[src/rtl/sstc_defs.svh]
// Constants for the scope sweep trigger control block
`ifndef SSTC_DEFS_SVH
`define SSTC_DEFS_SVH
`define SSTC_CLK_MHZ          250
`define SSTC_FREERUN_MS       50
`define SSTC_FREERUN_CYC      (`SSTC_FREERUN_MS * 1000 * `SSTC_CLK_MHZ)
`define SSTC_SRC_INTERNAL     1'b0
`define SSTC_SRC_EXTERNAL     1'b1
`define SSTC_SLOPE_RISING     1'b0
`define SSTC_SLOPE_FALLING    1'b1
`endif

[src/rtl/sstc_pkg.sv]
// Types for the scope sweep trigger control block
package sstc_pkg;
    typedef enum logic [1:0] {
        SSTC_IDLE,
        SSTC_PRE,
        SSTC_WAIT,
        SSTC_POST
    } sstc_state_e;
endpackage

[src/rtl/sstc_running_mean.sv]
// Running mean accumulator with clear
`timescale 1ns/100ps
`default_nettype none
module sstc_running_mean #(
    parameter int DW = 16,
    parameter int CW = 16
) (
    // Clock and reset
    input  wire logic          i_clk_sys,
    input  wire logic          i_reset_n,
    // Control
    input  wire logic          i_clear,
    input  wire logic          i_sample_valid,
    input  wire logic [DW-1:0] i_sample,
    // Result
    output logic [DW+CW-1:0]   o_sum,
    output logic [CW-1:0]      o_count
);
    logic [DW+CW-1:0] sum_r;
    logic [CW-1:0]    count_r;
    always_ff @(posedge i_clk_sys) begin
        if (!i_reset_n || i_clear) begin
            sum_r   <= '0;
            count_r <= '0;
        end else if (i_sample_valid && count_r != '1) begin
            sum_r   <= sum_r + (DW+CW)'(i_sample);
            count_r <= count_r + 1'b1;
        end
    end
    assign o_sum   = sum_r;
    assign o_count = count_r;
endmodule
`default_nettype wire

[src/rtl/sstc_top.sv]
// Sweep trigger and arming control for an audio scope capture
// Function
// - Auto mode with repeat arming free-runs a sweep after about 50 ms without trigger.
// - Normal mode starts a sweep only on a real qualifying trigger event.
// - Repeat arming keeps the block armed for every trigger.
// - One-shot arming arms only on the re-arm command, issued before each capture.
// - Threshold in vertical divisions applies only with the internal source.
// - Programmable pre-trigger divisions are captured ahead of the trigger point.
// - Trigger on rising or falling transition per slope setting.
// - Internal source compares input level against threshold.
// - External source triggers from the external trigger input edge.
// - Measurement reset clears running mean accumulation.
`timescale 1ns/100ps
`default_nettype none
`include "sstc_defs.svh"
module sstc_top
    import sstc_pkg::*;
#(
    parameter int DW          = 16,
    parameter int DIV_SAMPLES = 64,
    parameter int DIVS        = 10,
    parameter int FREERUN_CYC = `SSTC_FREERUN_CYC
) (
    // Clock and reset
    input  wire logic          i_clk_sys,
    input  wire logic          i_reset_n,
    // Operator settings
    input  wire logic          i_auto_mode,
    input  wire logic          i_repeat_arm,
    input  wire logic          i_rearm,
    input  wire logic          i_source_ext,
    input  wire logic          i_slope_falling,
    input  wire logic signed [7:0] i_level_div,
    input  wire logic [3:0]    i_pretrig_div,
    input  wire logic          i_meas_reset,
    // Signal inputs
    input  wire logic          i_sample_valid,
    input  wire logic signed [DW-1:0] i_sample,
    input  wire logic signed [DW-1:0] i_div_size,
    input  wire logic          i_ext_trig,
    // Status and results
    output logic               o_armed,
    output logic               o_sweep_active,
    output logic               o_sweep_start,
    output logic               o_sweep_done,
    output logic               o_triggered,
    output logic               o_auto_fired,
    output logic [15:0]        o_trig_index,
    output logic [DW+15:0]     o_mean_sum,
    output logic [15:0]        o_mean_count
);
    localparam int SWEEP = DIV_SAMPLES * DIVS;

    // Sweep sequencer
    sstc_state_e      state_r;
    sstc_state_e      state_nxt;
    logic [15:0]      cnt_r;
    logic [15:0]      cnt_nxt;

    // Free-run timer
    logic [31:0]      timer_r;
    logic [31:0]      timer_nxt;

    // Arming
    logic             armed_r;
    logic             armed_nxt;

    // Previous level of each trigger source
    logic             cmp_r;
    logic             ext_r;

    // Result pulses and trigger position
    logic             start_r;
    logic             done_r;
    logic             trig_r;
    logic             auto_r;
    logic [15:0]      tidx_r;
    logic [15:0]      tidx_nxt;

    // Threshold in sample counts; only the internal path ever looks at it
    wire logic signed [DW+7:0] thresh = i_level_div * i_div_size;
    wire logic        cmp_now    = (i_sample >= thresh);

    // Source and slope decode
    wire logic        src_ext    = (i_source_ext == `SSTC_SRC_EXTERNAL);
    wire logic        slope_fall = (i_slope_falling == `SSTC_SLOPE_FALLING);

    // Both histories update whichever source is selected, so switching source never compares
    // against a level that belongs to the other source
    wire logic        trig_sig   = src_ext ? i_ext_trig : cmp_now;
    wire logic        trig_prev  = src_ext ? ext_r : cmp_r;
    wire logic        rise       = trig_sig && !trig_prev;
    wire logic        fall       = !trig_sig && trig_prev;

    // An internal edge only counts on a valid sample; between samples the
    // sample bus may hold anything
    wire logic        sig_fresh  = src_ext || i_sample_valid;
    wire logic        edge_ev    = sig_fresh && (slope_fall ? fall : rise);

    // Pre-trigger span in samples; the trigger lands this far into the record
    wire logic [15:0] pre_len    = 16'(i_pretrig_div) * 16'(DIV_SAMPLES);
    wire logic        pre_full   = (cnt_r >= pre_len);

    // State decode
    wire logic        in_idle    = (state_r == SSTC_IDLE);
    wire logic        in_wait    = (state_r == SSTC_WAIT);
    wire logic        in_post    = (state_r == SSTC_POST);

    // Free-run only with auto mode and repeat arming together
    wire logic        timeout    = i_auto_mode && i_repeat_arm
                                   && (timer_r >= 32'(FREERUN_CYC));

    // A real edge always wins over the timer in the same cycle
    wire logic        fire_trig  = armed_r && in_wait && edge_ev;
    wire logic        fire_auto  = armed_r && in_wait && !edge_ev && timeout;
    wire logic        fire_any   = fire_trig || fire_auto;

    // The sweep record holds exactly SWEEP valid samples
    wire logic        post_last  = (cnt_r == 16'(SWEEP - 1));
    wire logic        post_end   = in_post && i_sample_valid && post_last;

    // Only samples of a running sweep feed the running mean
    wire logic        mean_take  = i_sample_valid && in_post;

    always_comb begin
        state_nxt = state_r;
        unique case (state_r)
            SSTC_IDLE: if (armed_r) state_nxt = SSTC_PRE;
            SSTC_PRE:  if (pre_full) state_nxt = SSTC_WAIT;
            SSTC_WAIT: if (fire_any) state_nxt = SSTC_POST;
            SSTC_POST: if (post_end) state_nxt = SSTC_IDLE;
        endcase
    end

    // Count restarts on every state change, so each phase counts its own samples
    always_comb begin
        cnt_nxt = cnt_r;
        if (state_nxt != state_r) begin
            cnt_nxt = '0;
        end else if (i_sample_valid && cnt_r != '1) begin
            cnt_nxt = cnt_r + 1'b1;
        end
    end

    // Timer measures time since the sequencer last left idle; it saturates, so a very
    // long wait can never wrap back below the free-run limit
    always_comb begin
        timer_nxt = timer_r;
        if (in_post || in_idle) begin
            timer_nxt = '0;
        end else if (timer_r != '1) begin
            timer_nxt = timer_r + 1'b1;
        end
    end

    // A re-arm in the cycle of the one-shot disarm wins, so it is never lost
    always_comb begin
        armed_nxt = armed_r;
        if (i_repeat_arm) begin
            armed_nxt = 1'b1;
        end else if (i_rearm) begin
            armed_nxt = 1'b1;
        end else if (post_end) begin
            armed_nxt = 1'b0;
        end
    end

    assign tidx_nxt = fire_any ? pre_len : tidx_r;

    // Sequencer and sample count
    always_ff @(posedge i_clk_sys) begin
        if (!i_reset_n) begin
            state_r <= SSTC_IDLE;
            cnt_r   <= '0;
        end else begin
            state_r <= state_nxt;
            cnt_r   <= cnt_nxt;
        end
    end

    // Free-run timer
    always_ff @(posedge i_clk_sys) begin
        if (!i_reset_n) begin
            timer_r <= '0;
        end else begin
            timer_r <= timer_nxt;
        end
    end

    // Arming
    always_ff @(posedge i_clk_sys) begin
        if (!i_reset_n) begin
            armed_r <= 1'b0;
        end else begin
            armed_r <= armed_nxt;
        end
    end

    // Source history; the compare only moves on valid samples
    always_ff @(posedge i_clk_sys) begin
        if (!i_reset_n) begin
            cmp_r <= 1'b0;
            ext_r <= 1'b0;
        end else begin
            if (i_sample_valid) cmp_r <= cmp_now;
            ext_r <= i_ext_trig;
        end
    end

    // One-cycle result pulses
    always_ff @(posedge i_clk_sys) begin
        if (!i_reset_n) begin
            start_r <= 1'b0;
            done_r  <= 1'b0;
            trig_r  <= 1'b0;
            auto_r  <= 1'b0;
        end else begin
            start_r <= fire_any;
            done_r  <= post_end;
            trig_r  <= fire_trig;
            auto_r  <= fire_auto;
        end
    end

    // Trigger position inside the record
    always_ff @(posedge i_clk_sys) begin
        if (!i_reset_n) begin
            tidx_r <= '0;
        end else begin
            tidx_r <= tidx_nxt;
        end
    end

    // Measurement reset empties the running mean
    sstc_running_mean #(.DW(DW), .CW(16)) u_mean (
        .i_clk_sys      (i_clk_sys),
        .i_reset_n      (i_reset_n),
        .i_clear        (i_meas_reset),
        .i_sample_valid (mean_take),
        .i_sample       (i_sample),
        .o_sum          (o_mean_sum),
        .o_count        (o_mean_count)
    );

    assign o_armed        = armed_r;
    assign o_sweep_active = (state_r == SSTC_POST);
    assign o_sweep_start  = start_r;
    assign o_sweep_done   = done_r;
    assign o_triggered    = trig_r;
    assign o_auto_fired   = auto_r;
    assign o_trig_index   = tidx_r;
endmodule
`default_nettype wire

[config.mk]
export PLATFORM = sky130hd
export DESIGN_NAME = sstc_top
export DESIGN_NICKNAME = d
export VERILOG_FILES = /design/src/rtl/sstc_pkg.sv /design/src/rtl/sstc_running_mean.sv /design/src/rtl/sstc_top.sv
export VERILOG_INCLUDE_DIRS = /design/src /design/src/rtl
export SDC_FILE = /design/constraint.sdc
export NUM_CORES = 1
export LEC_CHECK = 0
export ABC_AREA = 1
export BUFFER_PORTS_ARGS = -buffer_cell sky130_fd_sc_hd__buf_2
export CORE_ASPECT_RATIO = 0.9
export CORE_MARGIN = 1
export CORE_UTILIZATION = 50
export CTS_CLUSTER_DIAMETER = 120
export DETAILED_ROUTE_END_ITERATION = 6
export GPL_TIMING_DRIVEN = 0
export HOLD_SLACK_MARGIN = 0.05
export PLACE_DENSITY = 0.77
export SYNTH_ARGS = -nofsm -noshare
export SYNTH_HDL_FRONTEND = slang
export SYNTH_HIERARCHICAL = 1
export SYNTH_SLANG_ARGS = --single-unit
[constraint.sdc]
create_clock -name i_clk_sys -period 19.1 [get_ports i_clk_sys]
set_input_delay 1.91 -clock i_clk_sys [delete_from_list [all_inputs] [get_ports i_clk_sys]]
set_output_delay 1.91 -clock i_clk_sys [all_outputs]
set_load 0.03 [all_outputs]
* After elaboration in Yosys (flattened, before gate mapping)
Index checks and enable logic that the tools add are counted.
** Operators by class
- Bitwise logic cells :: 1
- Muxes and demuxes :: 11
- Reductions and logical operators :: 25
- Add/subtract/negate cells :: 4
- Shifts and indexed selects :: 0
- $mul :: 1
- Equal/unequal tests :: 8
- $lt $le $gt $ge :: 3
- Div/mod/pow operators :: 0
** Operator list (count)
- adder 16 x 1 -> 16 bit, second input constant :: 2
- adder 32 x 1 -> 32 bit, second input constant :: 1
- adder 32 x 16 -> 32 bit :: 1
- greater-or-equal comparator 32 x 24 -> 1 bit, second input constant :: 1
- != test 16 bit, second input constant :: 2
- != test 32 bit, second input constant :: 1
- greater-or-equal comparator 16 x 24 -> 1 bit :: 1
- multiplier 8 x 16 -> 24 bit :: 1
- equality test 16 x 10 -> 1 bit, second input constant :: 1
- greater-or-equal comparator 16 x 10 -> 1 bit :: 1
- logical AND 1 bit :: 13
- two-way mux 2 bit :: 4
- one-hot mux 2 bit (4 select lines) :: 1
- two-way mux 1 bit :: 6
- equality test 2 bit, second input constant :: 2
- zero test 1 bit :: 4
- logical OR 1 bit :: 4
- OR reduction 2 bit :: 2
- nonzero test 3 bit :: 1
- equality test 2 x 1 -> 1 bit, second input constant :: 1
- zero test 2 bit :: 1
- != test 2 bit :: 1
- inverter 1 bit :: 1
** Word-level totals
- Memory bits (writable) :: 0
- Output and inout bits :: 70
- Word-level logic and storage cells :: 66
- Input port bits :: 54
- Bits in registers :: 109
- ROM bits :: 0
- Bits in latches :: 0
- Memories :: 0

* Longest topological paths before layout
- Depth in word-level cells :: 15
- Mapped depth :: 46

* By module
Netlist, hierarchy kept.
** By module, submodules not included
- sstc_top :: times used 1, cells each 1232, sequential area each 1221.2 µm², area each 8881.0 µm²
- sstc_running_mean :: times used 1, cells each 596, sequential area each 960.9 µm², area each 3589.7 µm²

* Least setup slack after synthesis
OpenSTA, ideal clock, no wires.
- Path kind :: input-to-reg
- From :: input port i_level_div[6]
- To :: register cnt_r[12]
- Stages :: 37
- Required time :: 18.976 ns
- Setup time :: 0.124 ns
- Data arrival time :: 8.078 ns
- Buffers on the path :: 3
- Setup slack :: 10.898 ns
- Cells stage by stage :: clkbuf_1 clkbuf_1 nand2_1 fa_1 fa_1 inv_1 fa_1 inv_1 fa_1 inv_1 ha_1 a21o_1 a21oi_1 o21ai_1 a21oi_1 o21bai_1 a31oi_1 o21ai_1 xnor2_1 ha_1 a21oi_1 o21ai_1 nor2_1 nand3_2 nand2_1 nand3_2 nand2_1 nand3_2 nand2_2 nand3_4 nand3_2 nand2_2 nand2_2 nand3_2 nand2_4 buf_12 nor2_4
** Between the ends
- Word-level cells in the longest chain between the ends :: 15
- Elaborated cells on any way between the ends :: 17
- Classes of those cells :: mul: 1; order compare: 1; eq/ne: 1; mux: 4; reduce/logical: 10
** RTL lines
- from (decl) :: RTL line sstc_top.sv:33 : input wire logic signed [7:0] i_level_div,
- multiplier 8 x 16 -> 24 bit * :: RTL line sstc_top.sv:81 : wire logic signed [DW+7:0] thresh = i_level_div * i_div_size;
- greater-or-equal comparator 16 x 24 -> 1 bit * :: RTL line sstc_top.sv:82 : wire logic cmp_now = (i_sample >= thresh);
- two-way mux 1 bit * :: RTL line sstc_top.sv:90 : wire logic trig_sig = src_ext ? i_ext_trig : cmp_now;
- zero test 1 bit :: RTL line sstc_top.sv:93 : wire logic fall = !trig_sig && trig_prev;
- logical AND 1 bit :: RTL line sstc_top.sv:93
- two-way mux 1 bit * :: RTL line sstc_top.sv:98 : wire logic edge_ev = sig_fresh && (slope_fall ? fall : rise);
- logical AND 1 bit * :: RTL line sstc_top.sv:98
- zero test 1 bit :: RTL line sstc_top.sv:115 : wire logic fire_auto = armed_r && in_wait && !edge_ev && timeout;
- logical AND 1 bit (2 in a row) :: RTL line sstc_top.sv:115
- logical OR 1 bit * :: RTL line sstc_top.sv:116 : wire logic fire_any = fire_trig || fire_auto;
- two-way mux 2 bit * :: RTL line sstc_top.sv:130 : SSTC_WAIT: if (fire_any) state_nxt = SSTC_POST;
- one-hot mux 2 bit (4 select lines) * :: RTL line sstc_top.sv:127 : unique case (state_r)
- != test 2 bit * :: RTL line sstc_top.sv:138 : if (state_nxt != state_r) begin
- OR reduction 2 bit (no line) *
- to (signal assigned) :: RTL line sstc_top.sv:177 : cnt_r <= cnt_nxt;
- to (decl) :: RTL line sstc_top.sv:57 : logic [15:0] cnt_r;
Mark *: on every way between the ends. The rest lies on a longest branch, timed or not.
A chain may end at the register's enable or synchronous reset.

* Final worst setup path
- From :: input port i_level_div[4]
- To :: register cnt_r[12]
The elaborated chain is that of the path after synthesis.

==> results.md <==
* Critical Path Start: i_level_div[4]
* Synth Area in XOR/XNOR at 0.0414
* Largest family of logic cells by synthesized area: simple AND/OR/NAND/NOR gates
* GRT Util Overall at 0.239
* IO Count at about 120
* Clock skew at 8.10 ps
* Switching power at approximately 0.68 mW
* WS Path Type: in -> reg
* FFs w/ async S/R, synth at 0
* WL/cell at 13.0 microns
* Post-synthesis mux area share at 0
* Die height at between 150 and 200 microns
* # DRC at 0
* Ys Warns at 6
* Setup bufs post-CTS at 0
* Antenna violations before repair at 0
* Required time of the critical path at between 15,000 and 20,000 ps
* Maximum Capacitance Violations at 0
* Worst R2R Start: cnt_r[6]$_SDFFE_PP0P_
* Commonest cells in the netlist: 435 x inv_1, 433 x nand2_1, 163 x nor2_1, 109 x dfxtp_1, 104 x fa_1
* Root Driver: clkbuf_16
* ANT cells at 0
* Dpl hpwl at around 24,000 microns
* Port Buffers at approximately 90
* CTS Hold Bufs at 0
* Number of flops mapped to enable cells by yosys at 0
* Worst-case clock buffer depth at 2
* Part of the power in registers at 0.173
* WL final at ~30,000 microns
* Pre-Repair DR Iteration Count at 5
* Final period utilization at 0.476
* GR Overflow Total at 0
* First-pass GRT wire length at about 50,000 microns
* Hold_ws at about 470 ps
* Comb pwr share at 0.684
* Setup TNS at 0 ps
* Most common cell in the netlist: inv_1
* CTS tree: done
* Vias at around 11,000
* Antenna Nets Post-Route at 0
* Die X at ~170 microns
* FP Rows at 54
* Endpoint class of the critical path: flop
* Top cells by area, synth: dfxtp_1 17%, fa_1 17%, inv_1 13%
* Worst Hold Class: reg -> reg
* Unrepaired setup endpoints after global routing: false
* Core region area at about 24,000 sq um
* RD Place Congestion at 0.958
* Crit path max fanout at 10
* PD cells at between 100 and 150 nW/um^2
* Primary FF master, synth: dfxtp_1
* Slew Viols, Final at 0
* Post-synth top area cell: dfxtp_1
* Worst-Skew Late Latency at between 300 and 400 ps
* Detailed Route Iter0 Violations at 842
* Yosys reg bits at between 100 and 150
* Pleak at about 7.4 nW
* Worst slew margin at 0.563
* Unique cell type count in the Yosys netlist at 58
* Hold Crit Start: cmp_r$_SDFFE_PN0P_
* Reg clk slew, reported paths at ~80 ps
* Adder-cell share of the synthesized area at 0.266
* Largest net degree at the start of global routing at 19
* Vias in the first global route at between 10,000 and 15,000
* Post-Synth Simple-Gate Area at 0.285
* Synth-to-layout area growth at 9.79%
* Slew @ Worst Pin at 656 ps
* CTS buffer count at 9
* Vias per cell at a little under 5
* Final setup viols at 0
* Min Tclk post-route at slightly above 9000 ps
* Nets at 2,195
* Initial Util at 0.511
* Slowest stage delay, CP at approximately 550 ps
* Peak VDD IR at around 0.073 mV
* Internal at around 0.73 mW
* CTS resizes at 0
* Synth top area share at 0.175
* Worst Path Arrival at between 9000 and 10,000 ps
* Worst setup SP type: primary input
* Slowest CP cell: fa_1
* Switching Fraction at 0.481
* Status: finished clean
* Hold Vio Cnt, Final at 0
* Mean post-synth cell area at 6.82 sq um
* Syn Std Cell Area at around 12,000 sq um
* Fmax at 0.110 GHz
* H-tree depth at 3
* Share of cells above drive strength 1 at 0.100
* Die area at about 26,000 sq um
* Clock share of power at 0.143
* Compound-Gate Fraction of Synth Area at 0.0713
* Cell count after synthesis at between 1,500 and 2,000
* Clock tree sinks at approximately 110
* Part of the Yosys area used for sequential elements at 0.175
==> layout by cell type, fill, tap and decap left out, types with 14 or more instances in the layout <==
master	synthesis	routed
a21oi_1	81	81
buf_2	2	90
buf_4	14	14
clkbuf_1	32	32
dfxtp_1	109	109
fa_1	104	104
ha_1	99	99
inv_1	435	435
nand2_1	433	433
nand3_1	92	92
nand4_1	18	18
nor2_1	163	163
nor3_1	23	23
o21ai_0	39	39
xnor2_1	28	28
xor2_1	31	31
==> layout make-up <==
cell class,instances,area [sq um]
Buffer,58,338
Fill cell,2326,10700
Timing Repair Buffer,88,440
Multi-Input combinational cell,1231,8330
Inverter,441,1660
Clock buffer,11,253
Sequential cell,109,2180
Tap cell,336,420
Clock inverter,5,66.3
==> kinds of logic after synthesis <==
kind of cell               count (synthesis)
other                                      1
DFF                                      109
AOI/OAI and AO/OA                        158
and+or+nand+nor                          799
xor gates and xnor gates                  59
adders and majority gates                203
buffers and inverters                    499
==> power by group through the flow <==
stage / sequential, mW / combinational (mW) / clock [mW]
after floorplan: 0.250 / 0.775 / 0
after global placement: 0.248 / 0.930 / 0
after detailed placement: 0.249 / 0.966 / 0
after CTS: 0.244 / 0.971 / 0.204
after global routing: 0.245 / 1.13 / 0.214
final: 0.244 / 0.964 / 0.202
==> stage by stage <==
stage                     std cells  total power [mW]   util  instance area (sq um)  setup WS [ps]
final                          2279              1.41  0.561                  13700          10020
after global routing           2279              1.59  0.561                  13700           9500
after CTS                      2279              1.42  0.561                  13700          10070
after detailed placement       2263              1.21  0.548                  13400           9720
after global placement         2263              1.18  0.548                  13400           9830
after floorplan                1839              1.03      -                  12500          10900
==> state kept, by name (all words and copies together) (netlist names), 2 cells and up <==
signal and count:
o_trig_index 4, cnt_r 16, state_r 2, u_mean/o_count 16
timer_r 32, u_mean/o_sum 32
==> worst max-delay path: cells and delay by family <==
family                     cells  cell delay (ps)
buffers and inverters          7             1310
and+or+nand+nor               15             1670
xor gates and xnor gates       1              150
adders and majority gates      6             2810
AOI/OAI and AO/OA              7             1420
==> routing by layer <==
layer  part of all wire  vias up  track usage
li1                   -     5692            -
met2               0.47      290        0.406
met5                  0        -            0
met1               0.46     5249        0.317
met3              0.053       48       0.0323
met4              0.020        0       0.0649
==> path summary, 6_finish.rpt <==
check,to,slack [ps],cells past startpoint
worst min register to register,cmp_r$_SDFFE_PN0P_,470,2
worst min-delay path,cmp_r$_SDFFE_PN0P_,470,2
worst max-delay path,cnt_r[12]$_SDFFE_PP0P_,10020,36
worst max register to register,cnt_r[12]$_SDFFE_PP0P_,16460,16
Power figures use the tool's default switching activity.
